--- src/include/pfs_defines.svh ---
// Purpose: offsets, field positions and reset values of the status bytes
// Assumes: included by its bare name
// Notes:   definitions only
`ifndef PFS_DEFINES_SVH
`define PFS_DEFINES_SVH
`define PFS_CODE_VOUT_STATUS   8'h7a
`define PFS_CODE_IOUT_STATUS   8'h7b
`define PFS_CODE_INPUT_STATUS  8'h7c
`define PFS_CODE_VENDOR_STATUS 8'h80
`define PFS_STATUS_RESET       8'h00
`define PFS_VOUT_OV_BIT        6
`define PFS_VOUT_UV_BIT        5
`define PFS_OVERCURRENT_TIMEOUT_FAULT_BIT  7
`define PFS_OVERCURRENT_WARNING_BIT   5
`define PFS_IN_OV_FAULT_BIT    7
`define PFS_IN_OV_WARN_BIT     6
`define PFS_IN_UV_WARN_BIT     5
`define PFS_IN_UV_FAULT_BIT    4
`define PFS_IN_OP_WARN_BIT     0
`define PFS_VS_FET_BIT         7
`define PFS_VS_UV_LIVE_BIT     6
`define PFS_VS_OV_LIVE_BIT     5
`define PFS_VS_LIMIT_BIT       3
`define PFS_VS_CAUSE_HI        2
`define PFS_VS_CAUSE_LO        1
`define PFS_VS_WARN2_BIT       0
`define PFS_SUM_VOUT_BIT       15
`define PFS_SUM_IOUT_BIT       14
`define PFS_SUM_INPUT_BIT      13
`define PFS_SUM_VENDOR_BIT     12
`endif

--- src/include/pfs_pkg.sv ---
// Purpose: types shared by the status byte block
// Assumes: nothing
// Notes:   shutdown reason encoding follows the vendor byte field
package pfs_pkg;
  typedef enum logic [1:0] {
    PFS_CAUSE_NONE = 2'h0,
    PFS_CAUSE_OC   = 2'h1,
    PFS_CAUSE_UV   = 2'h2,
    PFS_CAUSE_OV   = 2'h3
  } pfs_cause_t;
endpackage

--- src/core/pfs_sync.sv ---
// Purpose: two flip-flop synchroniser for a vector of async inputs
// Assumes: inputs are levels held much longer than a core_clk period
// Notes:   first stage is read only by the second stage
`timescale 1ns/1ps
module pfs_sync #(
  parameter int WIDTH = 1
) (
  input  wire logic             core_clk,
  input  wire logic             reset_n,
  input  wire logic [WIDTH-1:0] async_in,
  output logic      [WIDTH-1:0] sync_out
);
  logic [WIDTH-1:0] stage1_reg;

  // plain double register, constant on reset
  always_ff @(posedge core_clk or negedge reset_n) begin
    if (!reset_n) begin
      stage1_reg <= '0;
      sync_out   <= '0;
    end else begin
      stage1_reg <= async_in;
      sync_out   <= stage1_reg;
    end
  end
endmodule

--- src/core/pfs_status_bytes.sv ---
// Purpose: four read-byte fault and warning status registers
// Assumes: event inputs are async levels; read_code is same-domain
// Notes:   latched bits cleared only by clear_faults or reset
//          live comparator bits bypass the latches entirely
//          an input change shows in its byte three edges later, the live bits two
//
// Functional notes
// - code 7a returns output voltage byte
// - latch output over/undervoltage at bits 6,5
// - code 7b returns output current byte
// - timeout fault only after timer and shutdown
// - latch overcurrent warning at bit 5
// - code 7c returns input byte, bits 3:1 zero
// - latch pin overvoltage bit 7, undervoltage bit 4
// - latch monitor input warnings at bits 6,5
// - latch input overpower warning at bit 0
// - code 80 returns vendor byte, bit4 zero
// - latch suspected pass-transistor short at bit 7
// - live comparator states at bits 6,5
// - latch current limiting immediately at bit 3
// - latch shutdown reason in bits 2:1
// - latch second warning, polarity selectable
// - summary bits flag nonzero status bytes
`timescale 1ns/1ps
`include "pfs_defines.svh"
module pfs_status_bytes (
  input  wire logic        core_clk,
  input  wire logic        reset_n,
  input  wire logic        output_overvoltage_warning,
  input  wire logic        output_undervoltage_warning,
  input  wire logic        overcurrent_timer_expired,
  input  wire logic        gate_shut_down,
  input  wire logic        overcurrent_warning,
  input  wire logic        undervoltage_comparator_live,
  input  wire logic        overvoltage_comparator_live,
  input  wire logic        input_overvoltage_warning,
  input  wire logic        input_undervoltage_warning,
  input  wire logic        input_overpower_warning,
  input  wire logic        pass_transistor_suspect_short,
  input  wire logic        current_limiting_active,
  input  wire logic        second_current_over,
  input  wire logic        second_current_under,
  input  wire logic        second_warning_polarity_select,
  input  wire logic        clear_faults,
  input  wire logic        read_strobe,
  input  wire logic [7:0]  read_code,
  output logic      [7:0]  read_data,
  output logic             read_valid,
  output logic             read_unsupported,
  output logic      [3:0]  status_summary
);
  localparam int NSYNC = 13;

  logic [NSYNC-1:0] raw_in;
  logic [NSYNC-1:0] syn;
  logic             ov_out_s, uv_out_s, oc_tmo_s, gate_off_s, oc_warn_s;
  logic             uv_live_s, ov_live_s, in_ov_w_s, in_uv_w_s, op_w_s;
  logic             fet_s, lim_s, warn2_s;
  logic             w2_over_s, w2_under_s, w2_sel_s;

  // latched status bits
  logic             vout_ov_reg, vout_uv_reg;
  logic             oc_fault_reg, oc_warn_reg;
  logic             in_ov_fault_reg, in_ov_warn_reg;
  logic             in_uv_warn_reg, in_uv_fault_reg, in_op_warn_reg;
  logic             fet_reg, limit_reg, warn2_reg;
  pfs_pkg::pfs_cause_t cause_reg, cause_next;
  logic             gate_off_d_reg;
  logic             oc_fault_set;
  logic [7:0]       vout_byte, iout_byte, input_byte, vendor_byte;
  logic [7:0]       read_data_next;
  logic             code_hit;
  logic             vout_ov_next, vout_uv_next;
  logic             oc_fault_next, oc_warn_next;
  logic             in_ov_fault_next, in_ov_warn_next;
  logic             in_uv_warn_next, in_uv_fault_next, in_op_warn_next;
  logic             fet_next, limit_next, warn2_next;
  logic             gate_off_rise;
  logic             hit_vout, hit_iout, hit_input, hit_vendor;
  logic [3:0]       summary_next;

  // all event inputs arrive from analog or other-domain logic
  assign raw_in = {output_overvoltage_warning, output_undervoltage_warning,
                   overcurrent_timer_expired, gate_shut_down,
                   overcurrent_warning, undervoltage_comparator_live,
                   overvoltage_comparator_live, input_overvoltage_warning,
                   input_undervoltage_warning, input_overpower_warning,
                   pass_transistor_suspect_short, current_limiting_active,
                   second_current_over};

  pfs_sync #(.WIDTH(NSYNC)) u_sync (
    .core_clk (core_clk),
    .reset_n  (reset_n),
    .async_in (raw_in),
    .sync_out (syn)
  );

  // under-threshold and select pass a second synchroniser
  pfs_sync #(.WIDTH(2)) u_sync_w2 (
    .core_clk (core_clk),
    .reset_n  (reset_n),
    .async_in ({second_current_under, second_warning_polarity_select}),
    .sync_out ({w2_under_s, w2_sel_s})
  );

  // name the synchronised levels
  assign {ov_out_s, uv_out_s, oc_tmo_s, gate_off_s, oc_warn_s,
          uv_live_s, ov_live_s, in_ov_w_s, in_uv_w_s, op_w_s,
          fet_s, lim_s, w2_over_s} = syn;

  // polarity select picks under (1) or over (0) crossing
  assign warn2_s = w2_sel_s ? w2_under_s : w2_over_s;

  // fault needs both the timer lapse and the gate pulled down
  assign oc_fault_set = oc_tmo_s && gate_off_s;

  // output voltage byte: monitor warnings, an event beats a clear
  assign vout_ov_next = ov_out_s | (vout_ov_reg & ~clear_faults);
  assign vout_uv_next = uv_out_s | (vout_uv_reg & ~clear_faults);

  // output voltage flags
  always_ff @(posedge core_clk or negedge reset_n) begin
    if (!reset_n) begin
      vout_ov_reg <= 1'b0;
      vout_uv_reg <= 1'b0;
    end else begin
      vout_ov_reg <= vout_ov_next;
      vout_uv_reg <= vout_uv_next;
    end
  end

  // output current byte: the fault waits for the timed-out shutdown,
  // the warning latches at once
  assign oc_fault_next = oc_fault_set | (oc_fault_reg & ~clear_faults);
  assign oc_warn_next  = oc_warn_s | (oc_warn_reg & ~clear_faults);

  // output current flags
  always_ff @(posedge core_clk or negedge reset_n) begin
    if (!reset_n) begin
      oc_fault_reg <= 1'b0;
      oc_warn_reg  <= 1'b0;
    end else begin
      oc_fault_reg <= oc_fault_next;
      oc_warn_reg  <= oc_warn_next;
    end
  end

  // input byte: pin comparators and monitor warnings; a short trip on a
  // pin comparator is kept even if it clears before the host reads
  assign in_ov_fault_next = ov_live_s |
                            (in_ov_fault_reg & ~clear_faults);
  assign in_ov_warn_next  = in_ov_w_s |
                            (in_ov_warn_reg & ~clear_faults);
  assign in_uv_warn_next  = in_uv_w_s |
                            (in_uv_warn_reg & ~clear_faults);
  assign in_uv_fault_next = uv_live_s |
                            (in_uv_fault_reg & ~clear_faults);
  assign in_op_warn_next  = op_w_s |
                            (in_op_warn_reg & ~clear_faults);

  // input flags
  always_ff @(posedge core_clk or negedge reset_n) begin
    if (!reset_n) begin
      in_ov_fault_reg <= 1'b0;
      in_ov_warn_reg  <= 1'b0;
      in_uv_warn_reg  <= 1'b0;
      in_uv_fault_reg <= 1'b0;
      in_op_warn_reg  <= 1'b0;
    end else begin
      in_ov_fault_reg <= in_ov_fault_next;
      in_ov_warn_reg  <= in_ov_warn_next;
      in_uv_warn_reg  <= in_uv_warn_next;
      in_uv_fault_reg <= in_uv_fault_next;
      in_op_warn_reg  <= in_op_warn_next;
    end
  end

  // vendor byte latches; the comparator bits stay live and skip these
  assign fet_next   = fet_s | (fet_reg & ~clear_faults);
  assign limit_next = lim_s | (limit_reg & ~clear_faults);
  assign warn2_next = warn2_s | (warn2_reg & ~clear_faults);

  // vendor flags
  always_ff @(posedge core_clk or negedge reset_n) begin
    if (!reset_n) begin
      fet_reg   <= 1'b0;
      limit_reg <= 1'b0;
      warn2_reg <= 1'b0;
    end else begin
      fet_reg   <= fet_next;
      limit_reg <= limit_next;
      warn2_reg <= warn2_next;
    end
  end

  // gate pulled down this cycle; the reason is sampled only on this edge
  assign gate_off_rise = gate_off_s & ~gate_off_d_reg;

  // reason captured on the gate's falling-off edge; ov beats uv beats oc
  always_comb begin
    cause_next = cause_reg;
    if (clear_faults) begin
      cause_next = pfs_pkg::PFS_CAUSE_NONE;
    end
    if (gate_off_rise) begin
      if (ov_live_s) begin
        cause_next = pfs_pkg::PFS_CAUSE_OV;
      end else if (uv_live_s) begin
        cause_next = pfs_pkg::PFS_CAUSE_UV;
      end else if (oc_tmo_s) begin
        cause_next = pfs_pkg::PFS_CAUSE_OC;
      end
    end
  end

  // shutdown reason, held until a clear or the next shutdown
  always_ff @(posedge core_clk or negedge reset_n) begin
    if (!reset_n) begin
      cause_reg <= pfs_pkg::PFS_CAUSE_NONE;
    end else begin
      cause_reg <= cause_next;
    end
  end

  // gate history resets low, the pin's running level, so no false edge
  always_ff @(posedge core_clk or negedge reset_n) begin
    if (!reset_n) begin
      gate_off_d_reg <= 1'b0;
    end else begin
      gate_off_d_reg <= gate_off_s;
    end
  end

  // byte assembly; reserved positions stay zero
  always_comb begin
    vout_byte = `PFS_STATUS_RESET;
    vout_byte[`PFS_VOUT_OV_BIT] = vout_ov_reg;
    vout_byte[`PFS_VOUT_UV_BIT] = vout_uv_reg;
    iout_byte = `PFS_STATUS_RESET;
    iout_byte[`PFS_OVERCURRENT_TIMEOUT_FAULT_BIT] = oc_fault_reg;
    iout_byte[`PFS_OVERCURRENT_WARNING_BIT]  = oc_warn_reg;
    input_byte = `PFS_STATUS_RESET;
    input_byte[`PFS_IN_OV_FAULT_BIT] = in_ov_fault_reg;
    input_byte[`PFS_IN_OV_WARN_BIT]  = in_ov_warn_reg;
    input_byte[`PFS_IN_UV_WARN_BIT]  = in_uv_warn_reg;
    input_byte[`PFS_IN_UV_FAULT_BIT] = in_uv_fault_reg;
    input_byte[`PFS_IN_OP_WARN_BIT]  = in_op_warn_reg;
    vendor_byte = `PFS_STATUS_RESET;
    vendor_byte[`PFS_VS_FET_BIT]     = fet_reg;
    vendor_byte[`PFS_VS_UV_LIVE_BIT] = uv_live_s;
    vendor_byte[`PFS_VS_OV_LIVE_BIT] = ov_live_s;
    vendor_byte[`PFS_VS_LIMIT_BIT]   = limit_reg;
    vendor_byte[`PFS_VS_CAUSE_HI:`PFS_VS_CAUSE_LO] = cause_reg;
    vendor_byte[`PFS_VS_WARN2_BIT]   = warn2_reg;
  end

  // command decode, one named hit per supported code
  assign hit_vout   = (read_code == `PFS_CODE_VOUT_STATUS);
  assign hit_iout   = (read_code == `PFS_CODE_IOUT_STATUS);
  assign hit_input  = (read_code == `PFS_CODE_INPUT_STATUS);
  assign hit_vendor = (read_code == `PFS_CODE_VENDOR_STATUS);

  // unknown codes answer zero and are flagged; the hits are exclusive,
  // so a plain and-or select needs no priority chain
  assign code_hit       = hit_vout | hit_iout | hit_input | hit_vendor;
  assign read_data_next = ({8{hit_vout}}   & vout_byte)  |
                          ({8{hit_iout}}   & iout_byte)  |
                          ({8{hit_input}}  & input_byte) |
                          ({8{hit_vendor}} & vendor_byte);

  // answer strobes, one cycle after the request and one cycle long
  always_ff @(posedge core_clk or negedge reset_n) begin
    if (!reset_n) begin
      read_valid       <= 1'b0;
      read_unsupported <= 1'b0;
    end else begin
      read_valid       <= read_strobe;
      read_unsupported <= read_strobe & ~code_hit;
    end
  end

  // read data holds until the next request, so a slow host may look late
  always_ff @(posedge core_clk or negedge reset_n) begin
    if (!reset_n) begin
      read_data <= `PFS_STATUS_RESET;
    end else if (read_strobe) begin
      read_data <= read_data_next;
    end
  end

  // any active bit in a byte raises that byte's summary flag
  assign summary_next = {|vout_byte, |iout_byte, |input_byte,
                         |vendor_byte};

  // registered so the status word sees a glitch-free flag
  always_ff @(posedge core_clk or negedge reset_n) begin
    if (!reset_n) begin
      status_summary <= 4'h0;
    end else begin
      status_summary <= summary_next;
    end
  end
endmodule

--- config.mk ---
export PLATFORM = sky130hd
export DESIGN_NAME = pfs_status_bytes
export DESIGN_NICKNAME = d
export VERILOG_FILES = /design/src/include/pfs_pkg.sv /design/src/core/pfs_sync.sv /design/src/core/pfs_status_bytes.sv
export VERILOG_INCLUDE_DIRS = /design/src /design/src/include
export SDC_FILE = /design/constraint.sdc
export NUM_CORES = 1
export LEC_CHECK = 0
export BUFFER_PORTS_ARGS = -buffer_cell sky130_fd_sc_hd__buf_2
export CAP_MARGIN = 15
export CORE_AREA = 2 2 70 72
export DETAILED_ROUTE_END_ITERATION = 8
export DIE_AREA = 0 0 72 74
export GPL_ROUTABILITY_DRIVEN = 0
export GPL_TIMING_DRIVEN = 0
export PLACE_DENSITY_LB_ADDON = 0.3
export SLEW_MARGIN = 0
export SYNTH_ARGS = -nofsm -noshare
export SYNTH_HDL_FRONTEND = slang
export SYNTH_SLANG_ARGS = --single-unit
export TNS_END_PERCENT = 5
--- constraint.sdc ---
create_clock -name core_clk -period 1 [get_ports core_clk]
set_input_delay 0.2 -clock core_clk [delete_from_list [all_inputs] [get_ports core_clk]]
set_output_delay 0.2 -clock core_clk [all_outputs]
set_load 0.005 [all_outputs]
Word level (Yosys, flattened, before mapping)

Cells that the tools add are included.

Register bits after elaboration: 59
Bits in latches: 0
RAM bits: 0
ROM bits: 0
Bits of input ports: 27
Logic and storage cells: 76
Memories: 0

Add/subtract/negate cells: 0
$mul: 0
Divide/modulo/power cells: 0
$lt $le $gt $ge: 0
Eq/ne operators: 4
Shift operators: 0
Multiplexer cells: 6
Bitwise logic cells: 39
Reduce and logical (&&, ||, !) cells: 5

Operator list:

| operator                                            | count |
|---|---|
| AND 8 bit                                           | 3 |
| equality test 8 x 7 -> 1 bit, second input constant | 3 |
| OR 8 bit                                            | 3 |
| OR 1 bit                                            | 15 |
| AND 1 bit                                           | 14 |
| two-way mux 2 bit                                   | 5 |
| AND 8 x 7 -> 8 bit                                  | 1 |
| equality test 8 bit, second input constant          | 1 |
| OR reduction 7 bit                                  | 1 |
| OR reduction 5 bit                                  | 1 |
| OR reduction 2 bit                                  | 2 |
| inverter 1 bit                                      | 3 |
| logical AND 1 bit                                   | 1 |
| two-way mux 1 bit                                   | 1 |

Logic depth before layout (Yosys ltp)

Depth after elaboration: 6
Mapped depth: 4
Depth with buffers taken out: 3

Cells and area by module

A second synthesis with hierarchy kept.

Cell total of the unflattened synthesis: 137
Area, all modules: 2010.7 um^2

By module, submodules not included:

| module                | instances | cells each | area an instance (um^2) |
|---|---|---|---|
| pfs_status_bytes      | 1         | 107        | 1260.0 |
| pfs_sync at u_sync    | 1         | 26         | 650.6 |
| pfs_sync at u_sync_w2 | 1         | 4          | 100.1 |

Worst setup path after synthesis

OpenSTA, ideal clock, no wires.

Kind: register to register
From: register u_sync.sync_out[9]
To: register cause_reg[1]
Library setup time: 120 ps
Data arrival time: 846 ps
Data required time: 880 ps
Slack: 34 ps
Stages on the path, launching flop included: 4
Buffers on the path: 0
Cell sequence: dfrtp_1 > nor2b_1 > nand2_1 > a31o_2

Longest elaborated chain between the ends: 2

RTL lines:

| item                   | RTL line                | text |
|---|---|---|
| from (decl)            | pfs_sync.sv:11          | `output logic [WIDTH-1:0] sync_out` |
| from (signal assigned) | pfs_sync.sv:22          | `sync_out <= stage1_reg;` |
| AND 1 bit              | pfs_status_bytes.sv:197 | `assign gate_off_rise = gate_off_s & ~gate_off_d_reg;` |
| two-way mux 2 bit      | pfs_status_bytes.sv:205 | `if (gate_off_rise) begin` |
| net cause_next[1]      | pfs_status_bytes.sv:67  | `pfs_pkg::pfs_cause_t cause_reg, cause_next;` |
| to (signal assigned)   | pfs_status_bytes.sv:219 | `cause_reg <= pfs_pkg::PFS_CAUSE_NONE;` |
| to (signal assigned)   | pfs_status_bytes.sv:221 | `cause_reg <= cause_next;` |
| to (decl)              | pfs_status_bytes.sv:67  |  |

The timed path passes the listed nets, and every way through them passes these cells.
A chain may end at the register's enable or synchronous reset.

Worst setup path in the final report

From: register read_data[0]
To: output port read_data[0]

RTL lines:

| item                   | RTL line                | text |
|---|---|---|
| from (decl)            | pfs_status_bytes.sv:47  | `output logic [7:0] read_data,` |
| from (signal assigned) | pfs_status_bytes.sv:285 | `` read_data <= `PFS_STATUS_RESET; `` |
| from (signal assigned) | pfs_status_bytes.sv:287 | `read_data <= read_data_next;` |

No word-level cell between the ends.

==> summary.txt <==
Synth
  – YS warnings: 0
  – Seq/Total Area, Yosys: 73.8%
  – Post-synth cell types: 31
  – Post-Syn Nets: 162
  – FF+latch count, synth: 59
  – Post-synth top area cell: dfrtp_1
  – Largest cells by area after synthesis: dfrtp_1 (74%), a21o_1 (3.8%), o2bb2ai_1 (1.8%)
  – Share of the synthesized area in the top cell type: between 70% and 80%
  – Cell Area, Synth: roughly 0.0020 mm²
  – Syn Area/Cell: 14.8 µm²
  – Syn Inst Count: 135

Final layout
  – FILL cells: approximately 380
  – P&R area growth vs syn: 33.9%
  – N_diodes: 0
  – Final cell count without fillers: ~270
  – Final net count: 239
  – Most frequent cells in the layout: dfrtp_1 (59), buf_2 (42), dlygate4sd3_1 (16), a21o_1 (10)
  – Layout cells sized above 1: 35.3%
  – Commonest non-fill, non-tap cell in the layout: dfrtp_1

Run status
  – Status: finished with violations
  – Failing checks: negative setup slack

Floorplan
  – CORE AREA: about 0.0046 mm²
  – Num rows: 25
  – DIE HEIGHT: roughly 74 µm
  – IO Count: 41
  – Initial core utilization: 43.5%
  – Die X: 72 µm
  – Die area: 0.00533 mm²

Detailed routing
  – Initial drt markers: 76
  – WL final: 3.46 mm
  – Vias per cell: 4.93
  – WL/cell: 12.9 µm
  – DR pass1 iterations: 4
  – Vias: 1327
  – Antenna Violating Nets Remaining: 0
  – Residual DRC: 0

Clock tree
  – Worst-Skew Late Latency: between 0.3 and 0.4 ns
  – Clock tree root buffer cell: clkbuf_8
  – Reg clk slew, reported paths: 0.06 ns
  – Longest Clk Path Bufs: 2
  – CTS tree: done
  – CTS sink cnt: 59
  – CTS Buf Count: 9
  – # H-tree levels: 3

Timing
  – Final Critical Period: 1.03 ns
  – Post-route setup TNS: -0.183 ns
  – Setup violators final: 10
  – Slew HR: 73.1%
  – Setup ws final: -0.0275 ns
  – Slew Limit Fails: 0
  – Layout Skew: 0.00535 ns
  – Final period utilization: 103%
  – Final hold viol count: 0
  – Fmax: 0.973 GHz
  – RSZ-0062 raised after global routing: yes
  – Worst-Margin Slew: 0.402 ns

Placed design
  – Inst Count DP: 230
  – IO Port Bufs: 40
  – HPWL Detailed: 2.39 mm

Pwr
  – Leak pwr: 1.24 nW
  – Pwr/cell area: 1720 mW/mm²
  – Max IR drop VDD: 0.000941 V

Critical path
  – Critical Path AT: 0.83 ns
  – Crit Path Class: reg -> out
  – CP required: 0.80 ns
  – Crit path launch type: flop
  – Crit. End Element: output port
  – Worst path max stage delay: 0.37 ns
  – Largest delay share family, worst path: flip-flops
  – Max FO, Critical Path: 2
  – Critical path buffers and inverters: 1
  – Crit path max-delay cell type: dfrtp_1
  – Cell chain of the critical path: buf_2

GRT
  – Vias in the first global route: 1337
  – Largest net degree at the start of global routing: 46
  – First-pass GRT wire length: slightly below 6 mm
  – GRT Util Overall: 15.1%
  – Gr ovfl total: 0
  – Initial antenna violation count: 0

Min path
  – Hold Crit Class: in -> reg

Flow run
  – Max Cap Viol: 0
==> cells in the mapped netlist (all sizes together) <==
master,number
clkbuf,2
a221o,1
nor3,2
nand4,3
and2,2
nor4b,1
or2,2
and2b,1
buf,2
o211ai,2
a31oi,4
nor2,5
a31o,1
dfrtp,59
and4bb,2
nor2b,5
inv,2
nor3b,1
a22o,1
o2bb2ai,4
and3,2
nand3,5
o22a,1
a41oi,3
nor4,2
o21a,1
a21o,10
a2bb2oi,1
nand2,8
==> worst paths after layout <==
kind / from / end / slack (ns) / cells after the start
max reg2reg: vout_uv_reg / read_data[5] / -0.01 / 3
min: read_strobe / read_valid / 0.01 / 1
max in group asynchronous: reset_n / u_sync.stage1_reg[11] / 0.16 / 3
max: read_data[0] / read_data[0] / -0.03 / 1
min reg2reg: u_sync.stage1_reg[5] / u_sync.sync_out[5] / 0.35 / 0
min in group asynchronous: reset_n / read_data[2] / 0.31 / 2
==> routing by layer <==
metal / wire length, µm / track usage [%] / vias up
li1: - / - / 638
met1: 1380 / 16.7 / 637
met2: 1790 / 24.7 / 45
met3: 225 / 6.10 / 7
met4: 65 / 9.43 / 0
met5: 0 / 0 / -
==> where the power goes <==
group / switching [mW] / internal, mW / leakage, nW
combinational: 0.167 / 0.198 / 0.479
clock: 0.808 / 0.850 / 0.0815
sequential: 0.0670 / 2.52 / 0.684
total: 1.04 / 3.56 / 1.24
==> kinds of logic (layout without fill, tap and decap cells) <==
kind of cell           after synthesis  count (layout)  share of synthesized area, %
AND/OR/NAND/NOR                     41              41                          13.5
flip-flops                          59              59                          73.8
AO/OA/AOI/OAI                       29              29                          11.4
buffers and inverters                6              86                          1.25
==> what timing repair did <==
| action | 4_1_cts | 5_1_grt |
|---|---|---|
| hold buffers | 16 | 0 |
| cloned | 0 | 0 |
| endpoints found under the hold margin | 29 | 0 |
| buffers inserted | 6 | 3 |
| resized for setup | 2 | 1 |
| endpoints found under the setup margin | 17 | 18 |
| pin swaps | 0 | 4 |
==> cell type report <==
class | instances | area [µm²] | area share [%]
buffer | 4 | 17.5 | 0.654
clock buffer | 10 | 128 | 4.76
clock inverter | 4 | 20.0 | 0.747
inverter | 2 | 7.51 | 0.280
multi-input combinational | 70 | 514 | 19.2
sequential | 59 | 1480 | 55.1
tap | 54 | 67.6 | 2.52
timing repair buffer | 66 | 448 | 16.7
==> stage by stage <==
| step | utilization (%) | hold WS, ns | power, mW | instance area [µm²] | worst slack (ns) |
|---|---|---|---|---|---|
| final | 58.3 | 0.0105 | 4.61 | 2680 | -0.0275 |
| after global routing | 58.3 | 0.0150 | 4.81 | 2680 | -0.0635 |
| after CTS | 57.6 | 0.00612 | 4.64 | 2650 | -0.0423 |
| after detailed placement | 49.8 | 0.128 | 2.92 | 2290 | -0.215 |
| after global placement | 49.3 | 0.308 | 2.89 | 2270 | -0.276 |
| after floorplan | - | -0.0956 | 2.73 | 2000 | 0.0343 |
Power figures use the tool's default switching activity.
